==> src/logic/srp_regs.svh <==
// Constants for the serial register port with CRC and its controller.
// Assumes inclusion by srp_pkg and by every design file that needs it.
//
// Overview of operation
// - Frame opens with 7-bit address, then R/W.
// - Sample on clock rise, drive on fall.
// - Data out floats while chip select high.
// - Host holds select low for whole frame.
// - 16 clocks plain, 24 clocks with CRC.
// - Wrong clock count sets frame error flag.
// - Wrong count with CRC sets CRC error.
// - Host never writes with odd clock counts.
// - After eight clocks, fetch addressed register.
// - Write stores received byte in register.
// - Read data leaves on falling edges, eight bits.
// - CRC off at reset, enabled by bit zero.
// - Default CRC: 2F, init FF, xorout FF.
// - Poly register bit zero picks J1850 CRC8.
// - Filler 00 enters CRC on reads.
// - Host leaves unlisted addresses alone.
`ifndef SRP_REGS_SVH
`define SRP_REGS_SVH
`define SRP_ADDR_CRC_CNTL 7'h0A
`define SRP_ADDR_CRC_POLY 7'h0B
`define SRP_ADDR_SCRATCH  7'h0F
`define SRP_ADDR_INT_STAT 7'h51
`define SRP_ADDR_INT_MASK 7'h56
`define SRP_INT_FRAME_BIT 0
`define SRP_INT_CRC_BIT   1
`define SRP_BITS_PLAIN    5'h10
`define SRP_BITS_CRC      5'h18
`define SRP_BYTE_BITS     5'h08
`define SRP_CMD_WRITE     1'b1
`define SRP_FILLER        8'h00
`define SRP_POLY_DEFAULT  8'h2F
`define SRP_POLY_J1850    8'h1D
`define SRP_CRC_INIT      8'hFF
`define SRP_CRC_XOROUT    8'hFF
`define SRP_SCLK_HALF     4'h8
`define SRP_HA_TXDATA     3'h0
`define SRP_HA_CMD        3'h1
`define SRP_HA_CFG        3'h2
`define SRP_HA_STAT       3'h3
`define SRP_HA_MASK       3'h4
`define SRP_HA_RXDATA     3'h5
`define SRP_HST_DONE_BIT  0
`define SRP_HST_CRC_BIT   1
`define SRP_HST_BUSY_BIT  2
`endif

==> src/logic/srp_pkg.sv <==
// Types and CRC arithmetic shared by both ends of the serial port.
// Assumes srp_regs.svh is on the include path.
`include "srp_regs.svh"
package srp_pkg;

   typedef enum logic [2:0] {
      HS_IDLE = 3'b000,
      HS_LOW  = 3'b001,
      HS_HIGH = 3'b010,
      HS_TAIL = 3'b011,
      HS_GAP  = 3'b100
   } srp_hstate_t;

   // One CRC step, MSB first, no reflection.
   function automatic logic [7:0] srp_crc_bit(input logic [7:0] c,
                                              input logic       d,
                                              input logic       sel);
      logic [7:0] poly;
      poly = sel ? `SRP_POLY_J1850 : `SRP_POLY_DEFAULT;
      return (c[7] ^ d) ? ({c[6:0], 1'b0} ^ poly) : {c[6:0], 1'b0};
   endfunction

   // A whole byte through the CRC, MSB first.
   function automatic logic [7:0] srp_crc_byte(input logic [7:0] c,
                                               input logic [7:0] b,
                                               input logic       sel);
      logic [7:0] r;
      r = c;
      for (int i = 7; i >= 0; i--) begin
         r = srp_crc_bit(r, b[i], sel);
      end
      return r;
   endfunction

   // Finished CRC of a command byte and a data byte.
   function automatic logic [7:0] srp_crc_frame(input logic [7:0] cmd,
                                                input logic [7:0] dat,
                                                input logic       sel);
      return srp_crc_byte(srp_crc_byte(`SRP_CRC_INIT, cmd, sel), dat, sel)
             ^ `SRP_CRC_XOROUT;
   endfunction

   typedef struct packed {
      logic [7:0] crc;
   } srp_crc_state_t;

   typedef struct packed {
      logic       cs_s1, cs_s2, cs_d;
      logic       ck_s1, ck_s2, ck_d;
      logic       di_s1, di_s2;
      logic [4:0] cnt;
      logic [7:0] sh;
      logic [7:0] cmd;
      logic [7:0] dat;
      logic [7:0] tx;
      logic       sdo;
      logic       crc_en;
      logic       poly_sel;
      logic [7:0] scratch;
      logic [1:0] stat;
      logic [1:0] mask;
   } srp_dev_state_t;

   typedef struct packed {
      srp_hstate_t st;
      logic [3:0]  tmr;
      logic [4:0]  bitn;
      logic [23:0] tx;
      logic [15:0] rx;
      logic        cs_n, sclk, sdi;
      logic        do_s1, do_s2;
      logic [7:0]  txdata, cmd, rxdata, rdata;
      logic        crc_en, poly_sel;
      logic [1:0]  stat, mask;
   } srp_host_state_t;

endpackage

==> src/logic/srp_if.sv <==
// Serial link between the register port and its controller.
// Assumes a pull-up on the data-out wire while the device does not drive.
`timescale 1ns/1ns
interface srp_if;
   logic cs_n;
   logic sclk;
   logic sdi;
   logic sdo_o;
   logic sdo_oe;
   logic sdo;

   // Resolved data-out wire; idle level is high.
   assign sdo = sdo_oe ? sdo_o : 1'b1;

   modport dev (input cs_n, input sclk, input sdi,
                output sdo_o, output sdo_oe);
   modport host (output cs_n, output sclk, output sdi, input sdo);
endinterface

==> src/logic/srp_crc8.sv <==
// Serial CRC8 accumulator, one bit per enable.
// Assumes inputs are on ref_clk and clr and en are never both needed.
`timescale 1ns/1ns
module srp_crc8 (
   input  wire logic       ref_clk,
   input  wire logic       srst,
   input  wire logic       clr,
   input  wire logic       en,
   input  wire logic       din,
   input  wire logic       poly_sel,
   output logic [7:0]      crc
);
   import srp_pkg::*;

   srp_pkg::srp_crc_state_t s_reg, s_next;

   // Restart at the initial value or take one bit.
   always_comb begin
      s_next = s_reg;
      if (clr) begin
         s_next.crc = `SRP_CRC_INIT;
      end else if (en) begin
         s_next.crc = srp_crc_bit(s_reg.crc, din, poly_sel);
      end
   end

   // State register.
   always_ff @(posedge ref_clk) begin
      if (srst) begin
         s_reg <= '{crc: `SRP_CRC_INIT};
      end else begin
         s_reg <= s_next;
      end
   end

   assign crc = s_reg.crc;
endmodule

==> src/logic/srp_dev.sv <==
// Device end: serial register port with CRC, error flags and interrupt.
// Assumes the link pins are asynchronous to ref_clk and that sclk
// stays at least three ref_clk periods in each level.
`timescale 1ns/1ns
module srp_dev (
   input  wire logic ref_clk,
   input  wire logic srst,
   srp_if.dev        link,
   output logic      irq,
   output logic      crc_on
);
   import srp_pkg::*;

   srp_pkg::srp_dev_state_t s_reg, s_next;

   logic       active;
   logic       ck_rise;
   logic       ck_fall;
   logic       cs_fall;
   logic       cs_rise;
   logic       is_write;
   logic       cnt_ok;
   logic       crc_ok;
   logic [4:0] cnt_exp;
   logic [7:0] rd_data;
   logic [7:0] rx_crc;
   logic [1:0] st_set;
   logic [1:0] st_clr;

   ////////////////////////////////////////////////////////////////////
   // Register read decode.
   ////////////////////////////////////////////////////////////////////

   // Unlisted addresses read as zero and ignore writes.
   function automatic logic [7:0] reg_read(input srp_dev_state_t s,
                                           input logic [6:0]     a);
      unique case (a)
         `SRP_ADDR_CRC_CNTL: return {7'h00, s.crc_en};
         `SRP_ADDR_CRC_POLY: return {7'h00, s.poly_sel};
         `SRP_ADDR_SCRATCH:  return s.scratch;
         `SRP_ADDR_INT_STAT: return {6'h00, s.stat};
         `SRP_ADDR_INT_MASK: return {6'h00, s.mask};
         default:            return 8'h00;
      endcase
   endfunction

   ////////////////////////////////////////////////////////////////////
   // Edge detection on the synchronised pins.
   ////////////////////////////////////////////////////////////////////

   // Edges come from the second and third stages only.
   assign active  = ~s_reg.cs_s2;
   assign ck_rise = active & s_reg.ck_s2 & ~s_reg.ck_d;
   assign ck_fall = active & ~s_reg.ck_s2 & s_reg.ck_d;
   assign cs_fall = ~s_reg.cs_s2 & s_reg.cs_d;
   assign cs_rise = s_reg.cs_s2 & ~s_reg.cs_d;

   // Read data for the addressed register, from the first byte.
   assign rd_data  = reg_read(s_reg, s_reg.cmd[7:1]);
   assign is_write = (s_reg.cmd[0] == `SRP_CMD_WRITE);

   ////////////////////////////////////////////////////////////////////
   // Receive CRC over command and data bytes.
   ////////////////////////////////////////////////////////////////////

   // Only the first sixteen bits enter the check.
   srp_crc8 u_rx_crc (
      .ref_clk  (ref_clk),
      .srst     (srst),
      .clr      (cs_fall),
      .en       (ck_rise && (s_reg.cnt < `SRP_BITS_PLAIN)),
      .din      (s_reg.di_s2),
      .poly_sel (s_reg.poly_sel),
      .crc      (rx_crc)
   );

   ////////////////////////////////////////////////////////////////////
   // Frame end checks.
   ////////////////////////////////////////////////////////////////////

   // Expected clock count follows the CRC enable.
   assign cnt_exp = s_reg.crc_en ? `SRP_BITS_CRC : `SRP_BITS_PLAIN;
   assign cnt_ok  = (s_reg.cnt == cnt_exp);
   // The last byte shifted in is the received CRC.
   assign crc_ok  = ~s_reg.crc_en ||
                    (s_reg.sh == (rx_crc ^ `SRP_CRC_XOROUT));

   // Error events raised at the close of a frame.
   always_comb begin
      st_set = 2'b00;
      if (cs_rise) begin
         if (!cnt_ok) begin
            st_set[`SRP_INT_FRAME_BIT] = 1'b1;
            st_set[`SRP_INT_CRC_BIT]   = s_reg.crc_en;
         end else if (!crc_ok) begin
            st_set[`SRP_INT_CRC_BIT] = 1'b1;
         end
      end
   end

   // Write-one-to-clear of the status through a good write frame.
   always_comb begin
      st_clr = 2'b00;
      if (cs_rise && cnt_ok && crc_ok && is_write &&
          (s_reg.cmd[7:1] == `SRP_ADDR_INT_STAT)) begin
         st_clr = s_reg.dat[1:0];
      end
   end

   ////////////////////////////////////////////////////////////////////
   // Next state.
   ////////////////////////////////////////////////////////////////////

   always_comb begin
      s_next = s_reg;
      // Two-stage synchronisers, plus one stage for edge finding.
      s_next.cs_s1 = link.cs_n;
      s_next.cs_s2 = s_reg.cs_s1;
      s_next.cs_d  = s_reg.cs_s2;
      s_next.ck_s1 = link.sclk;
      s_next.ck_s2 = s_reg.ck_s1;
      s_next.ck_d  = s_reg.ck_s2;
      s_next.di_s1 = link.sdi;
      s_next.di_s2 = s_reg.di_s1;

      // A new frame starts from a clean count and a quiet output.
      if (cs_fall) begin
         s_next.cnt = 5'h00;
         s_next.sdo = 1'b0;
         s_next.tx  = 8'h00;
      end

      // Capture on the rising clock edge.
      if (ck_rise) begin
         s_next.sh = {s_reg.sh[6:0], s_reg.di_s2};
         if (s_reg.cnt != 5'h1F) begin
            s_next.cnt = s_reg.cnt + 5'h01;
         end
         // First byte complete: address and command, fetch.
         if (s_reg.cnt == `SRP_BYTE_BITS - 5'h01) begin
            s_next.cmd = {s_reg.sh[6:0], s_reg.di_s2};
            s_next.tx  = reg_read(s_reg, s_reg.sh[6:0]);
            if ({s_reg.sh[0], s_reg.di_s2} == {1'b0, `SRP_CMD_WRITE}
                || s_reg.di_s2 == `SRP_CMD_WRITE) begin
               s_next.tx = 8'h00;
            end
         end
         // Second byte complete: data, then the outgoing CRC.
         if (s_reg.cnt == `SRP_BITS_PLAIN - 5'h01) begin
            s_next.dat = {s_reg.sh[6:0], s_reg.di_s2};
            s_next.tx  = 8'h00;
            if (!is_write && s_reg.crc_en) begin
               s_next.tx = srp_crc_frame(s_reg.cmd, rd_data,
                                         s_reg.poly_sel);
            end
         end
      end

      // Drive on the falling clock edge once the first byte is in.
      if (ck_fall && (s_reg.cnt >= `SRP_BYTE_BITS)) begin
         s_next.sdo = s_reg.tx[7];
         s_next.tx  = {s_reg.tx[6:0], 1'b0};
      end

      // Commit a write only from a frame of the right length and CRC.
      if (cs_rise && cnt_ok && crc_ok && is_write) begin
         unique case (s_reg.cmd[7:1])
            `SRP_ADDR_CRC_CNTL: s_next.crc_en   = s_reg.dat[0];
            `SRP_ADDR_CRC_POLY: s_next.poly_sel = s_reg.dat[0];
            `SRP_ADDR_SCRATCH:  s_next.scratch  = s_reg.dat;
            `SRP_ADDR_INT_MASK: s_next.mask     = s_reg.dat[1:0];
            default: ;
         endcase
      end

      // Sticky status: a new event wins over a clear in the same cycle.
      s_next.stat = (s_reg.stat & ~st_clr) | st_set;
   end

   ////////////////////////////////////////////////////////////////////
   // State register.
   ////////////////////////////////////////////////////////////////////

   // CRC starts off and the default polynomial is selected.
   always_ff @(posedge ref_clk) begin
      if (srst) begin
         s_reg <= '{cs_s1: 1'b1, cs_s2: 1'b1, cs_d: 1'b1,
                    default: '0};
      end else begin
         s_reg <= s_next;
      end
   end

   ////////////////////////////////////////////////////////////////////
   // Outputs.
   ////////////////////////////////////////////////////////////////////

   // Output driver only while chip select is low.
   assign link.sdo_oe = active;
   assign link.sdo_o  = s_reg.sdo;
   assign irq         = |(s_reg.stat & s_reg.mask);
   assign crc_on      = s_reg.crc_en;
endmodule

==> src/flat_wrapper.sv <==
// flat-port wrapper written by rule: the top's interface ports become plain ports
module srp_dev_flat import srp_pkg::*;
  (ref_clk, srst, irq, crc_on, link_cs_n, link_sclk, link_sdi, link_sdo_o, link_sdo_oe);
  srp_if link_i ();
  input  wire logic ref_clk;
  input  wire logic srst;
  output logic irq;
  output logic crc_on;
  input wire logic [$bits(link_i.cs_n)-1:0] link_cs_n;
  input wire logic [$bits(link_i.sclk)-1:0] link_sclk;
  input wire logic [$bits(link_i.sdi)-1:0] link_sdi;
  output wire logic [$bits(link_i.sdo_o)-1:0] link_sdo_o;
  output wire logic [$bits(link_i.sdo_oe)-1:0] link_sdo_oe;
  assign link_i.cs_n = link_cs_n;
  assign link_i.sclk = link_sclk;
  assign link_i.sdi = link_sdi;
  assign link_sdo_o = link_i.sdo_o;
  assign link_sdo_oe = link_i.sdo_oe;
  srp_dev u_core (.ref_clk(ref_clk), .srst(srst), .link(link_i), .irq(irq), .crc_on(crc_on));
endmodule
==> config.mk <==
export PLATFORM = sky130hd
export DESIGN_NAME = srp_dev_flat
export DESIGN_NICKNAME = d
export VERILOG_FILES = /design/src/logic/srp_pkg.sv /design/src/logic/srp_if.sv /design/src/logic/srp_crc8.sv /design/src/logic/srp_dev.sv /design/src/flat_wrapper.sv
export VERILOG_INCLUDE_DIRS = /design/src /design/src/logic
export SDC_FILE = /design/constraint.sdc
export NUM_CORES = 1
export LEC_CHECK = 0
export ABC_AREA = 1
export ABC_CLOCK_PERIOD_IN_PS = 2700
export BUFFER_PORTS_ARGS = -buffer_cell sky130_fd_sc_hd__buf_4
export CORE_MARGIN = 4
export CORE_UTILIZATION = 57
export CTS_CLUSTER_SIZE = 12
export DETAILED_ROUTE_END_ITERATION = 8
export GPL_TIMING_DRIVEN = 0
export PLACE_DENSITY_LB_ADDON = 0.2
export SYNTH_ARGS = -nofsm -noshare
export SYNTH_HDL_FRONTEND = slang
export SYNTH_SLANG_ARGS = --single-unit
==> constraint.sdc <==
create_clock -name ref_clk -period 2.7 [get_ports ref_clk]
set_input_delay 0.405 -clock ref_clk [delete_from_list [all_inputs] [get_ports ref_clk]]
set_output_delay 0.405 -clock ref_clk [all_outputs]
set_load 0.03 [all_outputs]
=== Word-level counts from Yosys, hierarchy flattened ===
Cells that the tools add are included.

* Register bits after elaboration: 68
* Output and inout bits: 4
* Logic and storage cells: 146

* Add/subtract/negate cells: 1
* Magnitude comparators: 2
* Equal/unequal tests: 16
* Multiplexer cells: 36
* Bitwise operators: 50
* Reductions and logical operators: 20

{| class="wikitable"
|+ Operators by type and width
! operator !! number
|-
| 8-bit 2-to-1 mux || 21
|-
| 8-bit bitwise XOR || 16
|-
| 8-bit one-hot mux with 5 select lines || 2
|-
| 7-bit by 4-bit equality test with 1-bit output, second input constant || 6
|-
| 37-bit 2-to-1 mux || 1
|-
| 7-bit equality test, second input constant || 4
|-
| 9-bit 2-to-1 mux || 2
|-
| 16-bit 2-to-1 mux || 1
|-
| 8-bit inverter || 2
|-
| 1-bit bitwise XOR || 16
|-
| 2-bit AND reduction || 6
|-
| 5-bit 2-to-1 mux || 2
|-
| 8-bit equality test || 1
|-
| 1-bit logical AND || 7
|-
| 7-bit inverter || 1
|-
| 1-bit AND || 6
|-
| 6-bit 2-to-1 mux || 1
|-
| 2-bit OR reduction || 3
|-
| 5-bit by 1-bit adder with 5-bit output, second input constant || 1
|-
| 5-bit by 3-bit equality test with 1-bit output, second input constant || 1
|-
| 5-bit by 4-bit equality test with 1-bit output, second input constant || 1
|-
| 5-bit equality test || 1
|-
| 5-bit by 4-bit >= comparator with 1-bit output, second input constant || 1
|-
| 5-bit less-than comparator, second input constant || 1
|-
| other kinds (12) || 21
|}

=== Logic depth before layout (Yosys ltp) ===
* Word-level depth: 38
* Mapped depth: 32
* Depth with buffers taken out: 30

=== Modules after synthesis ===
Synthesis repeated with hierarchy kept, for this count alone.

* Cell total of the unflattened synthesis: 773
* Area, all modules: 4663.2 sq um

{| class="wikitable"
|+ By module, submodules not included
! module !! instances !! cells an instance !! area each (sq um) !! seq. area each (sq um)
|-
| srp_dev || 1 || 703 || 4216.5 || 1201.2
|-
| srp_crc8 || 1 || 70 || 446.7 || 160.2
|}

=== Worst setup path after synthesis ===
OpenSTA, ideal clock, no wires.

* Kind: register to register
* From: register u_core.s_reg[12] in the netlist's numbering
* To: register u_core.s_reg[16] in the netlist's numbering
* Data arrival time: 2.825 ns
* Path slack: -0.238 ns
* Cell stages (with the launch flop): 32
* Path buffers: 2
* Cell sequence: dfxtp_1 > inv_2 > buf_2 > buf_2 > ha_1 > inv_1 > nand2_1 > nand2_1 > nand2_1 > nand2_1 > nand2_1 > nand3_1 > nand2_1 > nand2_2 > nand2_4 > nand2_2 > nand2_2 > nand2_1 > nand2_2 > nand2_2 > nand2_1 > nand2_1 > nand2_2 > inv_1 > nand3_1 > nand2_1 > nand2_1 > nand2_1 > nand2_1 > nand2_1 > nand2_1 > nand2_1

* Cells in the longest elaborated chain, start to end: 38
* Elaborated cells on any way between the ends: 52
* Classes of those cells: mux (22); bitwise (30)

{| class="wikitable"
|+ RTL lines
! item !! line !! RTL
|-
| start: declaration || srp_dev.sv:14 || <nowiki>srp_pkg::srp_dev_state_t s_reg, s_next;</nowiki>
|-
| start signal: assignment || srp_dev.sv:187 || <nowiki>s_reg <= '{cs_s1: 1'b1, cs_s2: 1'b1, cs_d: 1'b1,</nowiki>
|-
| start signal: assignment || srp_dev.sv:190 || <nowiki>s_reg <= s_next;</nowiki>
|-
| 6-bit 2-to-1 mux (no line) || n/a ||
|-
| 7-bit inverter (no line) || n/a ||
|-
| 8-bit 2-to-1 mux || srp_pkg.sv:20 || <nowiki>return (c[7] ^ d) ? ({c[6:0], 1'b0} ^ poly) : {c[6:0], 1'b0};</nowiki>
|-
| 8-bit bitwise XOR || srp_pkg.sv:20 ||
|-
| 8-bit 2-to-1 mux || srp_pkg.sv:20 ||
|-
| 8-bit bitwise XOR || srp_pkg.sv:20 ||
|-
| 8-bit 2-to-1 mux || srp_pkg.sv:20 ||
|-
| 1-bit bitwise XOR / 8-bit bitwise XOR (equally long branches) || srp_pkg.sv:20 ||
|-
| [22 not listed] || n/a ||
|-
| 8-bit 2-to-1 mux || srp_pkg.sv:20 ||
|-
| 8-bit bitwise XOR / 1-bit bitwise XOR (equally long branches) || srp_pkg.sv:20 ||
|-
| 8-bit 2-to-1 mux * || srp_pkg.sv:20 ||
|-
| 8-bit inverter (no line) * || n/a ||
|-
| 8-bit 2-to-1 mux * || srp_dev.sv:152 || <nowiki>if (!is_write && s_reg.crc_en) begin</nowiki>
|-
| 16-bit 2-to-1 mux * || srp_dev.sv:149 || <nowiki>if (s_reg.cnt == `SRP_BITS_PLAIN - 5'h01) begin</nowiki>
|-
| 37-bit 2-to-1 mux * || srp_dev.sv:134 || <nowiki>if (ck_rise) begin</nowiki>
|-
| 9-bit 2-to-1 mux * || srp_dev.sv:160 || <nowiki>if (ck_fall && (s_reg.cnt >= `SRP_BYTE_BITS)) begin</nowiki>
|}

Mark *: on every way between the ends. The rest lies on a longest branch, timed or not.
A chain may end at the register's enable or synchronous reset.

=== Worst setup path in the final report ===
* From: register u_core.s_reg[12] in the netlist's numbering
* To: register u_core.s_reg[20] in the netlist's numbering

* Cells in the longest elaborated chain, start to end: 38
* Elaborated cells on any way between the ends: 52
* Classes of those cells: mux (22); bitwise (30)

{| class="wikitable"
|+ RTL lines
! item !! line
|-
| 6-bit 2-to-1 mux (no line) || n/a
|-
| 7-bit inverter (no line) || n/a
|-
| 8-bit 2-to-1 mux || srp_pkg.sv:20
|-
| 8-bit bitwise XOR || srp_pkg.sv:20
|-
| 8-bit 2-to-1 mux || srp_pkg.sv:20
|-
| 8-bit bitwise XOR || srp_pkg.sv:20
|-
| 8-bit 2-to-1 mux || srp_pkg.sv:20
|-
| 1-bit bitwise XOR / 8-bit bitwise XOR (equally long branches) || srp_pkg.sv:20
|-
| [22 not listed] || n/a
|-
| 8-bit 2-to-1 mux || srp_pkg.sv:20
|-
| 8-bit bitwise XOR / 1-bit bitwise XOR (equally long branches) || srp_pkg.sv:20
|-
| 8-bit 2-to-1 mux * || srp_pkg.sv:20
|-
| 8-bit inverter (no line) * || n/a
|-
| 8-bit 2-to-1 mux * || srp_dev.sv:152
|-
| 16-bit 2-to-1 mux * || srp_dev.sv:149
|-
| 37-bit 2-to-1 mux * || srp_dev.sv:134
|-
| 9-bit 2-to-1 mux * || srp_dev.sv:160
|}

Marked as above.

==> flow_summary.yaml <==
outcome:
  status: "finished with violations"
  violations: "negative setup slack"
synthesis:
  syn-instance-count: 767
  avgSynthCellArea_sq_um: 6.08
  synthDistinctLibCells: 40
  yosys_most_used_dff: "dfxtp_1"
  yosys_register_bits: 68
  syn_nets: 777
  ys_seq_area_share_pct: 29.2
  yosysWarnings: 0
  synth-edff-count: 0
  yosysMostFrequentCell: "nand2_1"
  synth_top_area_share_pct: 29.2
  synth_top_area_cell: "dfxtp_1"
  synthTopCellsByArea: "dfxtp_1, nand2_1, nand3_1, inv_1, nor2_1"
  synthArstFlopShare_pct: 0
  synth_common_cells: "nand2_1, nand3_1, inv_1"
  synthesis.area_sq_um: 4660
timing:
  finalSetupViolCount: 8
  fin_crit_ns: 2.94
  relSlewSlack_pct: 62.4
  fin_tns_setup_ns: -1.36
  finalHoldViolCount: 0
  tightest_slew_ns: 0.561
  finClkSkew_ns: 0.00898
  fin_crit_sh_pct: 109
  setup_slack_ns: -0.244
  slew_violations: 0
  clock.fmax_ghz: 0.340
  rsz0062_at_grt: "true"
clock_tree:
  clockRootBuffer: "clkbuf_8"
  cts_tree: "done"
  clk_latency_ns: 0.34
  ctsHtreeMaxLevel: 3
  clock_sinks: 68
  hold_buffers: 0
  cts_buffers: 9
  clk_pin_slew_ns: 0.07
  clockBufferDepth: 2
critical_path:
  path_max_fanout: 5
  worstPathArrival_ns: 3.18
  worstSetupPathType: "flop to flop"
  cp.required_ns: 2.94
  end_kind: "flop"
  startpoint: "u_core.s_reg[12]$_SDFFE_PP0P_"
  cp_common_cell: "nand2_1"
  rr_endpoint: "u_core.s_reg[20]$_SDFF_PP0_"
  cpPeakStageDelay_ns: 0.37
  critPathLaunchType: "flop"
  cp_slowest_cell: "dfxtp_4"
  r2r_slack_ns: -0.24
  r2r_cells: 28
  reg2reg_from: "u_core.s_reg[12]$_SDFFE_PP0P_"
global_route:
  grt_use_total_pct: 27.3
  grt_pass1_wl_um: 22100
  antenna_found_initial: 0
  grt_max_degree: 12
  grt_pass1_vias: 4827
  overflow: 0
finish:
  multiInputGateArea_sq_um: 3380
  n_antenna_cell: 0
  fin_area_sq_um: 5700
  largest_reg_flops: 52
  seq_area_sq_um: 1370
  num-fill-cells: 670
  areaGrowthSynthToFinish_pct: 22.3
  layout-drive-gt1-share_pct: 24.4
  final_nets: 813
detailed_routing:
  drt-wirelength-per-cell_um: 15.3
  drt-total-wl_um: 14000
  first_pass_iters: 5
  avgViaCountPerCell: 5.83
  dr_total_vias: 5309
  drc: 0
  first_iter_violations: 536
  ant_nets: 0
worst_hold_path:
  hp-start: "link_cs_n"
  hold_class: "primary input to flop"
  hold_end: "u_core.s_next[58]$_SDFF_PP1_"
  min_path_cells: 2
run:
  drv_cap: 0
floorplan:
  io_pins: 9
  die_area_sq_um: 9690
  core_area_sq_um: 7850
  start_util_pct: 59.4
  die_x_um: 98.4
  die_h_um: 98.4
  fp-row-count: 32
pwr:
  power_density_nw_per_um2: 336
  switching_share_pct: 22.6
  p_int_mw: 1.48
  peakVddDrop_mv: 0.472
  power.leakage_nw: 2.60
  clock_power_share_pct: 43.3
  p_comb_share_pct: 3.4
  seqPwrFrac_pct: 53.3
  p_sw_mw: 0.431
placed_design:
  port_buffers: 7
  place.gp.congestion: 0.926
  dp_hpwl_um: 9550
  placed_area_sq_um: 4900
## through the flow
step / utilization [%] / power [mW] / hold slack (ns) / cells / setup slack [ns]
floorplan: - / 1.09 / 0.388 / 767 / -0.0233
finish: 72.7 / 1.91 / 0.247 / 910 / -0.244
detailed placement: 62.5 / 1.11 / 0.399 / 876 / -0.482
global placement: 62.5 / 1.11 / 0.390 / 876 / -0.423
global route: 72.7 / 1.98 / 0.260 / 910 / -0.426
CTS: 67.9 / 1.92 / 0.245 / 901 / -0.212
## metal layers
layer | GRT usage (%) | routed length (um) | vias up
met5 | 0 | 0 | -
met4 | 10.5 | 532 | 0
met3 | 3.40 | 784 | 56
met2 | 47.0 | 6790 | 227
met1 | 34.9 | 5860 | 2434
li1 | - | - | 2592
## cell type report
class,count,area share [%]
Multi-Input combinational cell,591,59.2
Sequential cell,68,24.1
Buffer,18,1.54
Tap cell,102,2.24
Clock buffer,12,2.55
Inverter,89,5.99
Timing Repair Buffer,26,3.55
Clock inverter,4,0.856
## cell families after synthesis
| logic type | after synthesis | synth area share, % |
|---|---|---|
| buffers and inverters | 108 | 8.88 |
| DFF | 68 | 29.2 |
| and+or+nand+nor | 454 | 43.1 |
| AOI/OAI and AO/OA | 113 | 13.9 |
| adders and majority gates | 5 | 1.34 |
| xor gates and xnor gates | 19 | 3.57 |
## critical path: cells and delay by family, from the launching register on
| kind | cells | cell delay (ns) |
|---|---|---|
| flops | 1 | 0.37 |
| fa+ha+maj | 1 | 0.17 |
| buf+inv | 7 | 0.62 |
| simple gates | 20 | 1.69 |
## cell usage in the layout (no fill, tap or decap), drive strengths merged
| cell | Yosys | routed |
|---|---|---|
| dfxtp | 68 | 68 |
| a31oi | 5 | 5 |
| a211oi | 13 | 13 |
| and2 | 1 | 1 |
| nor3 | 6 | 6 |
| nor4 | 5 | 5 |
| o21ai | 41 | 41 |
| a21oi | 40 | 40 |
| o31ai | 1 | 1 |
| bufinv | 0 | 1 |
| o311ai | 1 | 1 |
| nor2 | 57 | 57 |
| clkinv | 1 | 4 |
| o22ai | 1 | 1 |
| buf | 5 | 29 |
| a22o | 1 | 1 |
| inv | 88 | 88 |
| ha | 5 | 5 |
| o211ai | 7 | 7 |
| a32o | 1 | 1 |
| xor2 | 11 | 11 |
| clkbuf | 14 | 27 |
| or2 | 5 | 5 |
| nand2 | 274 | 274 |
| nand3b | 2 | 2 |
| xnor2 | 8 | 8 |
| nand4 | 10 | 10 |
| o311a | 1 | 1 |
| nor3b | 1 | 1 |
| nand3 | 93 | 93 |
| o2111ai | 1 | 1 |
## how the worst max path moves through the flow
stage,end,slack (ns),cells past startpoint
6_report,u_core.s_reg[20]$_SDFF_PP0_,-0.24,28
5_1_grt,u_core.s_reg[20]$_SDFF_PP0_,-0.43,26
4_1_cts,u_core.s_reg[18]$_SDFF_PP0_,-0.21,29
3_5_place_dp,u_core.s_reg[21]$_SDFF_PP0_,-0.48,28
3_3_place_gp,u_core.s_reg[21]$_SDFF_PP0_,-0.42,29
2_1_floorplan,u_core.s_reg[17]$_SDFF_PP0_,-0.02,29
## power by group through the flow
stage / Clock (mW) / Combinational, mW / Sequential, mW
CTS: 0.830 / 0.0648 / 1.02
finish: 0.828 / 0.0658 / 1.02
floorplan: 0 / 0.0445 / 1.04
global route: 0.884 / 0.0736 / 1.02
detailed placement: 0 / 0.0643 / 1.04
global placement: 0 / 0.0629 / 1.04
## what timing repair did
| item | 4_1_cts | 5_1_grt |
|---|---|---|
| pin swaps | 24 | 47 |
| setup buffers | 9 | 10 |
| endpoints found under the setup margin | 8 | 17 |
| resized for setup | 49 | 90 |
Power figures use the tool's default switching activity.
